**config.mk**
```make
export PLATFORM = sky130hd
export DESIGN_NAME = jfr_recovery_dev_flat
export DESIGN_NICKNAME = d
export VERILOG_FILES = /design/src/pkg/jfr_pkg.sv /design/src/pkg/jfr_jtag_if.sv /design/src/design/jfr_recovery_dev.sv /design/src/flat_wrapper.sv
export SDC_FILE = /design/constraint.sdc
export NUM_CORES = 1
export LEC_CHECK = 0
export BUFFER_PORTS_ARGS = -buffer_cell sky130_fd_sc_hd__buf_2
export CAP_MARGIN = 20
export CELL_PAD_IN_SITES_DETAIL_PLACEMENT = 1
export CELL_PAD_IN_SITES_GLOBAL_PLACEMENT = 1
export CORE_MARGIN = 3
export CORE_UTILIZATION = 48
export CTS_BUF_LIST = sky130_fd_sc_hd__clkbuf_4
export CTS_CLUSTER_DIAMETER = 150
export DETAILED_ROUTE_END_ITERATION = 8
export PLACE_DENSITY_LB_ADDON = 0.08
export REMOVE_ABC_BUFFERS = 1
export SYNTH_ARGS = -nofsm -noshare
export SYNTH_HDL_FRONTEND = slang
export SYNTH_SLANG_ARGS = --single-unit
```
**constraint.sdc**
```tcl
create_clock -name clock -period 3.6 [get_ports clock]
set_input_delay 0.54 -clock clock [delete_from_list [all_inputs] [get_ports clock]]
set_output_delay 0.54 -clock clock [all_outputs]
set_load 0.02 [all_outputs]
```
**src/pkg/jfr_pkg.sv**
```systemverilog
// Purpose: Shared constants, TAP states and the TAP next-state function for the flash lockout recovery pair.
// Assumes: One 200 MHz clock on both ends; the JTAG pins are sampled as synchronous inputs.
// Notes: Instruction codes and flash word layout are local choices.
package jfr_pkg;
   localparam int IR_LEN = 4;
   localparam logic [3:0] IR_RECOVERY = 4'h8;
   localparam logic [3:0] IR_BYPASS = 4'hf;
   localparam logic [3:0] IR_CAPTURE = 4'h1;
   localparam int DIV_LEN = 7;
   localparam int PRESC_BIT = 6;
   localparam int RATIO_W = 6;
   localparam int FLASH_IN_DIV = 2;
   localparam int PRESC_DIV = 8;
   localparam int WORD_W = 16;
   localparam logic [15:0] ERASED_WORD = 16'hffff;
   localparam int CFG_FROM_TOP = 1;
   localparam int KEY_FROM_TOP = 2;
   localparam int SEC_LSB = 0;
   localparam logic [1:0] SECURE_CODE = 2'h2;
   localparam int KEY_ENABLE_BIT = 15;
   localparam int ERASE_SETTLE_TICKS = 4;
   localparam int CLK_PERIOD_PS = 5000;
   localparam int TCK_PERIOD_NS = 100;
   // Least half period, rounded up to whole clock cycles
   localparam int TCK_HALF_CYC = (TCK_PERIOD_NS * 1000 + 2 * CLK_PERIOD_PS - 1) / (2 * CLK_PERIOD_PS);
   localparam int PRE_RESET_STEPS = 5;
   localparam int RST_TCK = 4;

   typedef enum logic [3:0] {
      TAP_RESET, TAP_IDLE, TAP_SEL_DR, TAP_CAP_DR, TAP_SHIFT_DR, TAP_EXIT1_DR, TAP_PAUSE_DR,
      TAP_EXIT2_DR, TAP_UPD_DR, TAP_SEL_IR, TAP_CAP_IR, TAP_SHIFT_IR, TAP_EXIT1_IR, TAP_PAUSE_IR,
      TAP_EXIT2_IR, TAP_UPD_IR
   } jfr_tap_t;

   typedef enum logic [2:0] {
      HST_IDLE, HST_SEQ, HST_HOLD, HST_RESET, HST_DONE
   } jfr_host_t;

   function automatic jfr_tap_t jfr_tap_next(input jfr_tap_t st, input logic tms);
      jfr_tap_t nx;
      nx = st;
      unique case (st)
         TAP_RESET: nx = tms ? TAP_RESET : TAP_IDLE;
         TAP_IDLE: nx = tms ? TAP_SEL_DR : TAP_IDLE;
         TAP_SEL_DR: nx = tms ? TAP_SEL_IR : TAP_CAP_DR;
         TAP_CAP_DR: nx = tms ? TAP_EXIT1_DR : TAP_SHIFT_DR;
         TAP_SHIFT_DR: nx = tms ? TAP_EXIT1_DR : TAP_SHIFT_DR;
         TAP_EXIT1_DR: nx = tms ? TAP_UPD_DR : TAP_PAUSE_DR;
         TAP_PAUSE_DR: nx = tms ? TAP_EXIT2_DR : TAP_PAUSE_DR;
         TAP_EXIT2_DR: nx = tms ? TAP_UPD_DR : TAP_SHIFT_DR;
         TAP_UPD_DR: nx = tms ? TAP_SEL_DR : TAP_IDLE;
         TAP_SEL_IR: nx = tms ? TAP_RESET : TAP_CAP_IR;
         TAP_CAP_IR: nx = tms ? TAP_EXIT1_IR : TAP_SHIFT_IR;
         TAP_SHIFT_IR: nx = tms ? TAP_EXIT1_IR : TAP_SHIFT_IR;
         TAP_EXIT1_IR: nx = tms ? TAP_UPD_IR : TAP_PAUSE_IR;
         TAP_PAUSE_IR: nx = tms ? TAP_EXIT2_IR : TAP_PAUSE_IR;
         TAP_EXIT2_IR: nx = tms ? TAP_UPD_IR : TAP_SHIFT_IR;
         TAP_UPD_IR: nx = tms ? TAP_SEL_DR : TAP_IDLE;
      endcase
      return nx;
   endfunction
endpackage

```
**src/pkg/jfr_jtag_if.sv**
```systemverilog
// Purpose: JTAG pins and external chip reset between the test host and the device.
// Assumes: All signals are plain levels sampled on the shared clock.
// Notes: No two-way pins; tdo is driven by the device at all times.
`timescale 1ns/1ps
interface jfr_jtag_if;
   logic tck;
   logic tms;
   logic tdi;
   logic tdo;
   logic trst_n;
   logic chip_rst_n;
   modport dev (input tck, input tms, input tdi, input trst_n, input chip_rst_n, output tdo);
   modport host (output tck, output tms, output tdi, output trst_n, output chip_rst_n, input tdo);
endinterface

```
**src/design/jfr_recovery_dev.sv**
```systemverilog
// Purpose: Device end: TAP with lockout recovery register, flash array, erase timing and security.
// Assumes: tck, tms, tdi, trst_n and chip_rst_n are synchronous to clock.
// Notes: The flash array is modelled as registers; rst_n stands for power-up only.
`timescale 1ns/1ps
// Summary of operation
// Recovery erases whole flash, clearing security.
// Recovery instruction selects 7-bit divider register.
// Host loads divider before erase starts.
// JTAG divider replaces flash timing divider.
// Bit 6 prescales by eight; 5:0 ratio.
// Host picks timing clock 150-200 kHz.
// Prescale set above 12.8 MHz input.
// Clock halved, optional /8, then /(ratio+1).
// Instruction first, then divider data shift.
// Entering Run-Test/Idle starts the erase.
// Host holds Run-Test/Idle until erase done.
// Host then asserts TRST and chip reset.
// Backdoor key works only when enabled.
// Program key, then code, security last.
// Secured device blocks debug memory reads.
module jfr_recovery_dev
   import jfr_pkg::*;
#(
   parameter int DEPTH = 16
) (
   input wire logic clock,
   input wire logic rst_n,
   jfr_jtag_if.dev jtag,
   input wire logic [DIV_LEN-1:0] flash_timing_divider_reg,
   input wire logic prog_we,
   input wire logic [$clog2(DEPTH)-1:0] prog_addr,
   input wire logic [WORD_W-1:0] prog_data,
   input wire logic key_valid,
   input wire logic [WORD_W-1:0] key_value,
   input wire logic [$clog2(DEPTH)-1:0] dbg_rd_addr,
   output logic [WORD_W-1:0] dbg_rd_data,
   output logic secure,
   output logic debug_enable,
   output logic erase_busy,
   output logic erase_done,
   output logic timing_tick
);
   localparam int AW = $clog2(DEPTH);
   localparam logic [AW-1:0] CFG_ADDR = AW'(DEPTH - CFG_FROM_TOP);
   localparam logic [AW-1:0] KEY_ADDR = AW'(DEPTH - KEY_FROM_TOP);
   localparam logic [AW-1:0] LAST_ADDR = AW'(DEPTH - 1);
   localparam logic [2:0] SETTLE_LAST = 3'(ERASE_SETTLE_TICKS - 1);

   typedef struct packed {
      logic tck_q;
      jfr_tap_t tap;
      logic [IR_LEN-1:0] ir_sh;
      logic [IR_LEN-1:0] ir;
      logic [DIV_LEN-1:0] dr_sh;
      logic bypass;
      logic [DIV_LEN-1:0] jtag_erase_clock_divider;
      logic div_loaded;
      logic tdo;
      logic erasing;
      logic walking;
      logic [AW-1:0] addr;
      logic [2:0] settle;
      logic done;
      logic [9:0] tcnt;
      logic tick;
      logic unlocked;
      logic secure;
      logic [WORD_W-1:0] rd_data;
      logic [DEPTH-1:0][WORD_W-1:0] mem;
   } jfr_dev_state_t;

   jfr_dev_state_t state_r;
   jfr_dev_state_t state_nxt;

   logic rise;
   logic fall;
   logic [DIV_LEN-1:0] div_sel;
   logic [10:0] ratio;
   logic [10:0] lim;
   logic tick_now;
   jfr_tap_t tap_nx;

   always_comb begin
      state_nxt = state_r;
      rise = jtag.tck & ~state_r.tck_q;
      fall = ~jtag.tck & state_r.tck_q;
      state_nxt.tck_q = jtag.tck;

      // Recovery divider overrides the normal one while erasing
      div_sel = state_r.erasing ? state_r.jtag_erase_clock_divider : flash_timing_divider_reg;
      ratio = 11'(div_sel[RATIO_W-1:0]) + 11'h001;
      lim = div_sel[PRESC_BIT] ? 11'(ratio * (FLASH_IN_DIV * PRESC_DIV)) : 11'(ratio * FLASH_IN_DIV);
      // Compare with >= so a divider change never strands the counter
      tick_now = ({1'b0, state_r.tcnt} >= lim - 11'h001);
      state_nxt.tcnt = tick_now ? 10'h000 : state_r.tcnt + 10'h001;
      state_nxt.tick = tick_now;

      tap_nx = jfr_tap_next(state_r.tap, jtag.tms);
      if (!jtag.trst_n) begin
         state_nxt.tap = TAP_RESET;
         state_nxt.ir = IR_BYPASS;
      end else if (rise) begin
         unique case (state_r.tap)
            TAP_RESET: state_nxt.ir = IR_BYPASS;
            TAP_CAP_IR: state_nxt.ir_sh = IR_CAPTURE;
            TAP_SHIFT_IR: state_nxt.ir_sh = {jtag.tdi, state_r.ir_sh[IR_LEN-1:1]};
            TAP_UPD_IR: state_nxt.ir = state_r.ir_sh;
            TAP_CAP_DR: begin
               state_nxt.dr_sh = state_r.jtag_erase_clock_divider;
               state_nxt.bypass = 1'b0;
            end
            TAP_SHIFT_DR: begin
               if (state_r.ir == IR_RECOVERY) begin
                  state_nxt.dr_sh = {jtag.tdi, state_r.dr_sh[DIV_LEN-1:1]};
               end else begin
                  state_nxt.bypass = jtag.tdi;
               end
            end
            TAP_UPD_DR: begin
               if (state_r.ir == IR_RECOVERY) begin
                  state_nxt.jtag_erase_clock_divider = state_r.dr_sh;
                  state_nxt.div_loaded = 1'b1;
               end
            end
            default: ;
         endcase
         state_nxt.tap = tap_nx;
         // Erase is armed only by a divider loaded under the recovery instruction
         // Update-DR hands over on the same rise that enters idle, so look at the next value
         if (tap_nx == TAP_IDLE && state_r.tap != TAP_IDLE && state_r.ir == IR_RECOVERY &&
             state_nxt.div_loaded && !state_r.erasing) begin
            state_nxt.erasing = 1'b1;
            state_nxt.walking = 1'b1;
            state_nxt.addr = '0;
            state_nxt.settle = 3'h0;
            state_nxt.done = 1'b0;
         end
      end

      if (fall) begin
         if (state_r.tap == TAP_SHIFT_IR) begin
            state_nxt.tdo = state_r.ir_sh[0];
         end else if (state_r.tap == TAP_SHIFT_DR) begin
            state_nxt.tdo = (state_r.ir == IR_RECOVERY) ? state_r.dr_sh[0] : state_r.bypass;
         end
      end

      // One word per timing tick, then a short settle before done
      if (state_r.erasing && state_r.tick) begin
         if (state_r.walking) begin
            state_nxt.mem[state_r.addr] = ERASED_WORD;
            state_nxt.addr = state_r.addr + AW'(1);
            if (state_r.addr == LAST_ADDR) begin
               state_nxt.walking = 1'b0;
            end
         end else if (state_r.settle == SETTLE_LAST) begin
            state_nxt.erasing = 1'b0;
            state_nxt.done = 1'b1;
            state_nxt.unlocked = 1'b0;
         end else begin
            state_nxt.settle = state_r.settle + 3'h1;
         end
      end else if (prog_we && !state_r.erasing) begin
         state_nxt.mem[prog_addr] = prog_data;
      end

      if (key_valid && state_r.mem[CFG_ADDR][KEY_ENABLE_BIT] && key_value == state_r.mem[KEY_ADDR]) begin
         state_nxt.unlocked = 1'b1;
      end

      // Erased security field never matches the secure code
      state_nxt.secure = (state_r.mem[CFG_ADDR][SEC_LSB+:2] == SECURE_CODE) && !state_r.unlocked;
      state_nxt.rd_data = state_r.secure ? '0 : state_r.mem[dbg_rd_addr];

      if (!jtag.chip_rst_n) begin
         state_nxt.unlocked = 1'b0;
         state_nxt.done = 1'b0;
         state_nxt.div_loaded = 1'b0;
      end
   end

   always_ff @(posedge clock or negedge rst_n) begin
      if (!rst_n) begin
         state_r <= '0;
      end else begin
         state_r <= state_nxt;
      end
   end

   assign jtag.tdo = state_r.tdo;
   assign dbg_rd_data = state_r.rd_data;
   assign secure = state_r.secure;
   assign debug_enable = ~state_r.secure;
   assign erase_busy = state_r.erasing;
   assign erase_done = state_r.done;
   assign timing_tick = state_r.tick;
endmodule

```
**src/flat_wrapper.sv**
```systemverilog
// flat-port wrapper written by rule: the top's interface ports become plain ports
module jfr_recovery_dev_flat import jfr_pkg::*;
#(
   parameter int DEPTH = 16
)
  (clock, rst_n, flash_timing_divider_reg, prog_we, prog_addr, prog_data, key_valid, key_value, dbg_rd_addr, dbg_rd_data, secure, debug_enable, erase_busy, erase_done, timing_tick, jtag_tck, jtag_tms, jtag_tdi, jtag_trst_n, jtag_chip_rst_n, jtag_tdo);
  jfr_jtag_if jtag_i ();
  input wire logic clock;
  input wire logic rst_n;
  input wire logic [DIV_LEN-1:0] flash_timing_divider_reg;
  input wire logic prog_we;
  input wire logic [$clog2(DEPTH)-1:0] prog_addr;
  input wire logic [WORD_W-1:0] prog_data;
  input wire logic key_valid;
  input wire logic [WORD_W-1:0] key_value;
  input wire logic [$clog2(DEPTH)-1:0] dbg_rd_addr;
  output logic [WORD_W-1:0] dbg_rd_data;
  output logic secure;
  output logic debug_enable;
  output logic erase_busy;
  output logic erase_done;
  output logic timing_tick;
  input wire logic [$bits(jtag_i.tck)-1:0] jtag_tck;
  input wire logic [$bits(jtag_i.tms)-1:0] jtag_tms;
  input wire logic [$bits(jtag_i.tdi)-1:0] jtag_tdi;
  input wire logic [$bits(jtag_i.trst_n)-1:0] jtag_trst_n;
  input wire logic [$bits(jtag_i.chip_rst_n)-1:0] jtag_chip_rst_n;
  output wire logic [$bits(jtag_i.tdo)-1:0] jtag_tdo;
  assign jtag_i.tck = jtag_tck;
  assign jtag_i.tms = jtag_tms;
  assign jtag_i.tdi = jtag_tdi;
  assign jtag_i.trst_n = jtag_trst_n;
  assign jtag_i.chip_rst_n = jtag_chip_rst_n;
  assign jtag_tdo = jtag_i.tdo;
  jfr_recovery_dev #(.DEPTH(DEPTH)) u_core (.clock(clock), .rst_n(rst_n), .jtag(jtag_i), .flash_timing_divider_reg(flash_timing_divider_reg), .prog_we(prog_we), .prog_addr(prog_addr), .prog_data(prog_data), .key_valid(key_valid), .key_value(key_value), .dbg_rd_addr(dbg_rd_addr), .dbg_rd_data(dbg_rd_data), .secure(secure), .debug_enable(debug_enable), .erase_busy(erase_busy), .erase_done(erase_done), .timing_tick(timing_tick));
endmodule
```
==> impl_metrics.json, run 1 <==
{
  "outcome": "completed",
  "critical_path.max_fanout": 5,
  "worstSetupEndpointType": "register",
  "layout-drive-gt1-share_pct": 30.9,
  "hold_slack_ns": 0.102,
  "grtUsageTotal_pct": 25.3,
  "stdcell_area_um2": 17600,
  "skew_ns": 0.0211,
  "dp_hpwl_um": 28100,
  "p_leak_nw": 6.73,
  "max_cap_violations": 0,
  "path_cells": "mux2i_2 > inv_2 > ha_4 > nand4_1 > and3_4 > o31a_1 > o211a_4 > and4_1 > o32a_1 > ha_1 > nand3_1 > nand2_1 > o31a_1 > and4_4 > clkbuf_16 > nor3_4",
  "r2r_slack_ns": 0.08,
  "wl_um": 43700,
  "drt-pass1-iter-count": 4,
  "ir_drop_uv": 280,
  "remaining_drc_errors": 0,
  "multi_input_area_um2": 6890,
  "ys.flop_type": "dfrtp_1",
  "clockBufferDepth": 3,
  "crit_family": "simple AND/OR/NAND/NOR gates",
  "setup-violations-final": 0,
  "num_vias": 11000,
  "grt_pass1_wl_um": 68900,
  "crit_path_top_delay_cell": "dfrtp_2",
  "total_power_mw": 9.68,
  "ff_latch_area_um2": 8130,
  "rows": 65,
  "min_period_over_period_pct": 97.9,
  "crit_type": "register to register",
  "place_area_um2": 16400,
  "cp_num_buf_inv": 2,
  "async_flop_share_pct": 100,
  "worst_pin_slew_ns": 1.09,
  "cts_buffers": 87,
  "cp_common_cell": "o31a_1",
  "clk_latency_ns": 0.73,
  "critPathArrivalTime_ns": 4.17,
  "rsz0062_at_grt": "yes",
  "synth_top_area_share_pct": 52.0,
  "detail_route.iter0.violations": 596,
  "synthesis.area_um2": 15600,
  "coreArea_um2": 31800,
  "ios": 78,
  "p_per_area_nw_per_um2": 549,
  "grt_max_degree": 80,
  "synth_seq_cells": 325,
  "yosysUniqueCellTypes": 72,
  "synth-edff-count": 0,
  "ant_nets": 0,
  "worst_path_largest_cell_delay_ns": 0.44,
  "area_delta_synth_final_pct": 12.8,
  "cp.required_ns": 4.24,
  "synth_area_leaders": "dfrtp_1, o22a_1, mux4_2",
  "grt_pass1_vias": 11900,
  "cts.sink_count": 325,
  "hp-class": "input port to register",
  "cts_max_level": 3,
  "die_y_um": 187,
  "clkTransAtPathRegs_ns": 0.06,
  "synth_largest_area_cell": "dfrtp_1",
  "cts_root_buf": "clkbuf_4",
  "gp_congestion": 0.779,
  "initial_core_util_pct": 49.2,
  "fin_nets": 1357,
  "start_kind": "register",
  "syn-mean-instance-area_um2": 13.1,
  "slew_headroom_pct": 27.0,
  "drv_slew": 0,
  "n_fill_cell": 3220,
  "die_area_um2": 34800,
  "io_buffers": 77,
  "final_hold_viol_count": 0,
  "cts_tree": "yes",
  "yosysSeqAreaShare_pct": 52.0,
  "antenna_found_initial": 3,
  "fmax_ghz": 0.284,
  "min_period_ns": 3.52,
  "yosys_warnings": 0,
  "utilization_pct": 55.5,
  "postSynthCellCount": 1193,
  "grt_overflow": 0,
  "die_w_um": 187,
  "wire_per_inst_um": 24.5,
  "vias_per_cell": 6.18
}
[cell type report]
cell class | count | share of cell area (%)
clock buffer | 137 | 5.83
sequential | 325 | 46.1
inverter | 16 | 0.340
multi-input combinational | 726 | 39.0
timing repair buffer | 128 | 5.12
antenna | 2 | 0.0284
clock inverter | 13 | 0.482
tap | 435 | 3.08
[stage by stage]
stage | TNS [ns] | setup WS, ns | cells
after floorplan | -8.61 | -0.787 | 1067
after global placement | -0.911 | -0.0940 | 1625
after detailed placement | -1.78 | -0.198 | 1625
after CTS | 0 | 0.0114 | 1777
after global routing | -1.10 | -0.117 | 1782
final | 0 | 0.0758 | 1782
[repair_timing]
item / CTS / global route
setup endpoints to repair: 9 / 11
pin swaps: 0 / 12
cloned: 0 / 1
hold endpoints to repair: 74 / 0
buffers inserted: 0 / 2
hold buffers: 2 / 0
resized for setup: 1 / 19
[placed cells by master (no fill, tap or decap), drive strengths merged, types with 3 or more instances in the layout]
cell type / synthesis / final
a21boi: 3 / 3
a21oi: 19 / 19
a22oi: 11 / 11
a32oi: 6 / 6
a41oi: 5 / 5
and2: 19 / 19
and3: 7 / 7
and4: 3 / 3
buf: 85 / 125
clkbuf: 41 / 138
clkinv: 0 / 9
dfrtp: 325 / 325
ha: 17 / 17
inv: 16 / 18
mux2: 11 / 11
mux2i: 14 / 14
mux4: 80 / 80
nand2: 58 / 58
nand2b: 8 / 8
nand3: 23 / 23
nand3b: 4 / 4
nand4: 11 / 11
nand4b: 3 / 3
nor2: 41 / 41
nor2b: 10 / 10
nor3: 18 / 18
nor3b: 3 / 3
nor4: 4 / 4
o211a: 3 / 3
o21ai: 25 / 25
o22a: 257 / 257
or2: 3 / 3
xnor2: 24 / 24
xor2: 14 / 14
[tightest hold or removal path: stages]
cell     delay, ns
buf_2         0.11
nand2_1       0.05
o21ai_0       0.07
[synthesized netlist by cell type, types with 6 or more instances]
cell / number
a22oi_1: 10
xnor2_1: 24
buf_2: 37
a21oi_1: 18
mux4_2: 80
nor2_4: 10
and3_1: 6
buf_4: 21
o21ai_0: 19
clkbuf_1: 41
xor2_1: 13
o21ai_1: 6
mux2_2: 11
nor2b_1: 9
nand2_1: 57
ha_1: 17
nand4_1: 10
nand2b_1: 8
nand3_1: 23
and2_1: 19
nor3_2: 12
inv_1: 16
nor2_1: 28
mux2i_1: 14
nor3_1: 6
buf_1: 21
o22a_1: 257
dfrtp_1: 325
[power breakdown]
part,total (mW),switching (mW),leakage (nW),internal [mW]
clock,3.31,1.52,0.672,1.79
sequential,4.59,0.354,3.51,4.24
combinational,1.78,0.794,2.54,0.991
total,9.68,2.67,6.73,7.01
[kinds of logic after synthesis]
family | Yosys count | synth area share [%]
adders and majority gates | 17 | 1.36
AOI/OAI and AO/OA | 349 | 18.6
xor gates and xnor gates | 38 | 2.18
muxes | 105 | 13.2
buffers and inverters | 142 | 4.52
and+or+nand+nor | 217 | 8.16
DFF | 325 | 52.0
[sequential cells by signal, summed over array words and instances (netlist names)]
name                flops
u_core.dbg_rd_data     16
u_core.erase_busy       1
u_core.erase_done       1
u_core.state_r        304
u_core.secure           1
u_core.timing_tick      1
u_core.jtag.tdo         1
[final timing paths]
path | startpoint | endpoint | depth (start not counted)
min in group asynchronous | rst_n | u_core.state_r[59] | 2
min | jtag_tdi | u_core.state_r[304] | 3
max in group asynchronous | rst_n | u_core.state_r[235] | 3
min reg2reg | u_core.state_r[273] | u_core.secure | 1
max | u_core.erase_busy | u_core.state_r[284] | 16
max reg2reg | u_core.erase_busy | u_core.state_r[284] | 16
[per-layer routing]
| metal | up-vias | part of all wire (%) | track usage, % |
|---|---|---|---|
| li1 | 4804 | - | - |
| met1 | 5867 | 43 | 33.0 |
| met2 | 262 | 50 | 42.3 |
| met3 | 76 | 4.5 | 5.20 |
| met4 | 2 | 3.0 | 9.19 |
| met5 | - | 0.016 | 0 |
No activity file was read; power rests on OpenSTA's default activity.
==> run 2: changes to the inputs <==
==> constraint.sdc (replaced) <==
create_clock -name clock -period 3.6 [get_ports clock]
set_input_delay 0.72 -clock clock [delete_from_list [all_inputs] [get_ports clock]]
set_output_delay 0.72 -clock clock [all_outputs]
set_load 0.02 [all_outputs]
==> impl_metrics.json, run 2 (synthesized netlist as in run 1, its figures left out) <==
{
  "outcome": "completed",
  "rsz0062_at_grt": "yes",
  "clockBufferDepth": 3,
  "mostFrequentLayoutCell": "dfrtp_1",
  "grt_pass1_vias": 12100,
  "final_hold_viol_count": 0,
  "wl_um": 43900,
  "worstSetupEndpointType": "register",
  "fin_ws_ns": 0.0926,
  "start_kind": "register",
  "fmax_ghz": 0.285,
  "critPathArrivalTime_ns": 4.12,
  "largest_reg_flops": 304,
  "worst_pin_slew_ns": 1.09,
  "n_fill_cell": 3182,
  "critical_path.max_fanout": 5,
  "coreArea_um2": 31800,
  "ios": 78,
  "remaining_drc_errors": 0,
  "layout-drive-gt1-share_pct": 30.5,
  "regMostFlops": "u_core.state_r",
  "cts.sink_count": 325,
  "dp_hpwl_um": 27600,
  "rows": 65,
  "max_cap_violations": 0,
  "gp_congestion": 0.771,
  "crit_type": "register to register",
  "antenna_found_initial": 4,
  "drv_slew": 0,
  "clkTransAtPathRegs_ns": 0.06,
  "die_y_um": 187,
  "preCtsSetupSlack_ns": -0.397,
  "hold_slack_ns": 0.153,
  "final_cell_mix": "dfrtp_1, o22a_1, clkbuf_4",
  "fin_nets": 1353,
  "cts_buffers": 88,
  "die_area_um2": 34800,
  "grt_overflow": 0,
  "cp.required_ns": 4.21,
  "p_per_area_nw_per_um2": 548,
  "ir_drop_uv": 289,
  "detail_route.iter0.violations": 508,
  "cts_root_buf": "clkbuf_4",
  "clk_latency_ns": 0.72,
  "min_period_over_period_pct": 97.4,
  "grt_max_degree": 92,
  "p_leak_nw": 6.72,
  "min_period_ns": 3.51,
  "initial_core_util_pct": 49.2,
  "num_vias": 11000,
  "grtUsageTotal_pct": 25.7,
  "total_power_mw": 9.65,
  "grt_pass1_wl_um": 70200,
  "area_delta_synth_final_pct": 12.5,
  "hp-class": "input port to register",
  "skew_ns": 0.0343,
  "slew_headroom_pct": 27.3,
  "ant_nets": 0,
  "vias_per_cell": 6.17,
  "setup-violations-final": 0,
  "wire_per_inst_um": 24.7,
  "drt-pass1-iter-count": 5,
  "die_w_um": 187,
  "cts_tree": "yes",
  "io_buffers": 77,
  "cts_max_level": 3
}
[run 2: cell types whose count changed in the layout (fill, tap and decap cells not counted), sizes merged]
cell	before	now
dlygate4sd3	2	1
clkbuf	138	136
inv	18	20
buf	125	121
clkinvlp	1	0
[run 2: repair_timing]
| action | CTS | global route |
|---|---|---|
| gates resized for setup | 1 | 16 |
| buffers inserted | 0 | 1 |
| pin swaps | 0 | 11 |
| gates cloned | 0 | 1 |
| hold endpoints to repair | 65 | 0 |
| hold buffers | 1 | 0 |
| setup endpoints to repair | 9 | 11 |
[run 2: layout make-up]
type / count / area [um^2] / share of cell area (%)
flip-flops and latches: 325 / 8130 / 46.2
inverters: 16 / 60.1 / 0.341
repair buffers: 123 / 876 / 4.98
clock buffers: 135 / 1010 / 5.76
well taps: 435 / 544 / 3.09
clock inverters: 14 / 85.1 / 0.484
multi-input cells: 726 / 6880 / 39.1
diodes: 2 / 5.00 / 0.0284
[run 2: power by group]
| part | total (mW) | switching (mW) | internal, mW |
|---|---|---|---|
| registers | 4.59 | 0.355 | 4.24 |
| clock network | 3.28 | 1.52 | 1.76 |
| logic | 1.78 | 0.783 | 0.993 |
[run 2: metal layers]
metal / part of all wire [%] / vias to the layer above / track usage, %
li1: - / 4777 / -
met1: 43 / 5822 / 33.8
met2: 50 / 277 / 43.5
met3: 4.6 / 72 / 4.70
met4: 2.6 / 4 / 8.58
met5: 0.052 / - / 0
[run 2: through the flow]
stage	instance area [um^2]	std cells	TNS, ns	util [%]
after global routing	17600	1776	-0.595	55.3
after CTS	17500	1772	0	55.0
after detailed placement	16400	1622	-4.11	51.5
after floorplan	15000	1067	-8.61	-
after global placement	16400	1622	-2.50	51.5
final	17600	1776	0	55.3
[run 2: critical path: stages, from the launching register on]
cell	delay [ns]
dfrtp_2	0.45
mux2i_4	0.21
inv_2	0.09
ha_4	0.17
nand4_1	0.18
and3_4	0.23
o31a_1	0.28
nand4_1	0.11
xor2_1	0.18
ha_1	0.30
a21oi_2	0.15
nand3_1	0.09
o2111a_1	0.28
o31a_1	0.25
and4_4	0.17
buf_12	0.14
nor3b_4	0.17
[run 2: path summary, 6_finish.rpt]
| kind | endpoint | from | cells after the start | slack, ns |
|---|---|---|---|---|
| max reg2reg | u_core.state_r[276] | u_core.erase_busy | 16 | 0.09 |
| min reg2reg | u_core.secure | u_core.state_r[273] | 1 | 0.47 |
| max | u_core.state_r[276] | u_core.erase_busy | 16 | 0.09 |
| min in group asynchronous | u_core.state_r[18] | rst_n | 2 | 0.58 |
| min | u_core.state_r[324] | jtag_tck | 1 | 0.15 |
| max in group asynchronous | u_core.erase_busy | rst_n | 3 | 2.05 |
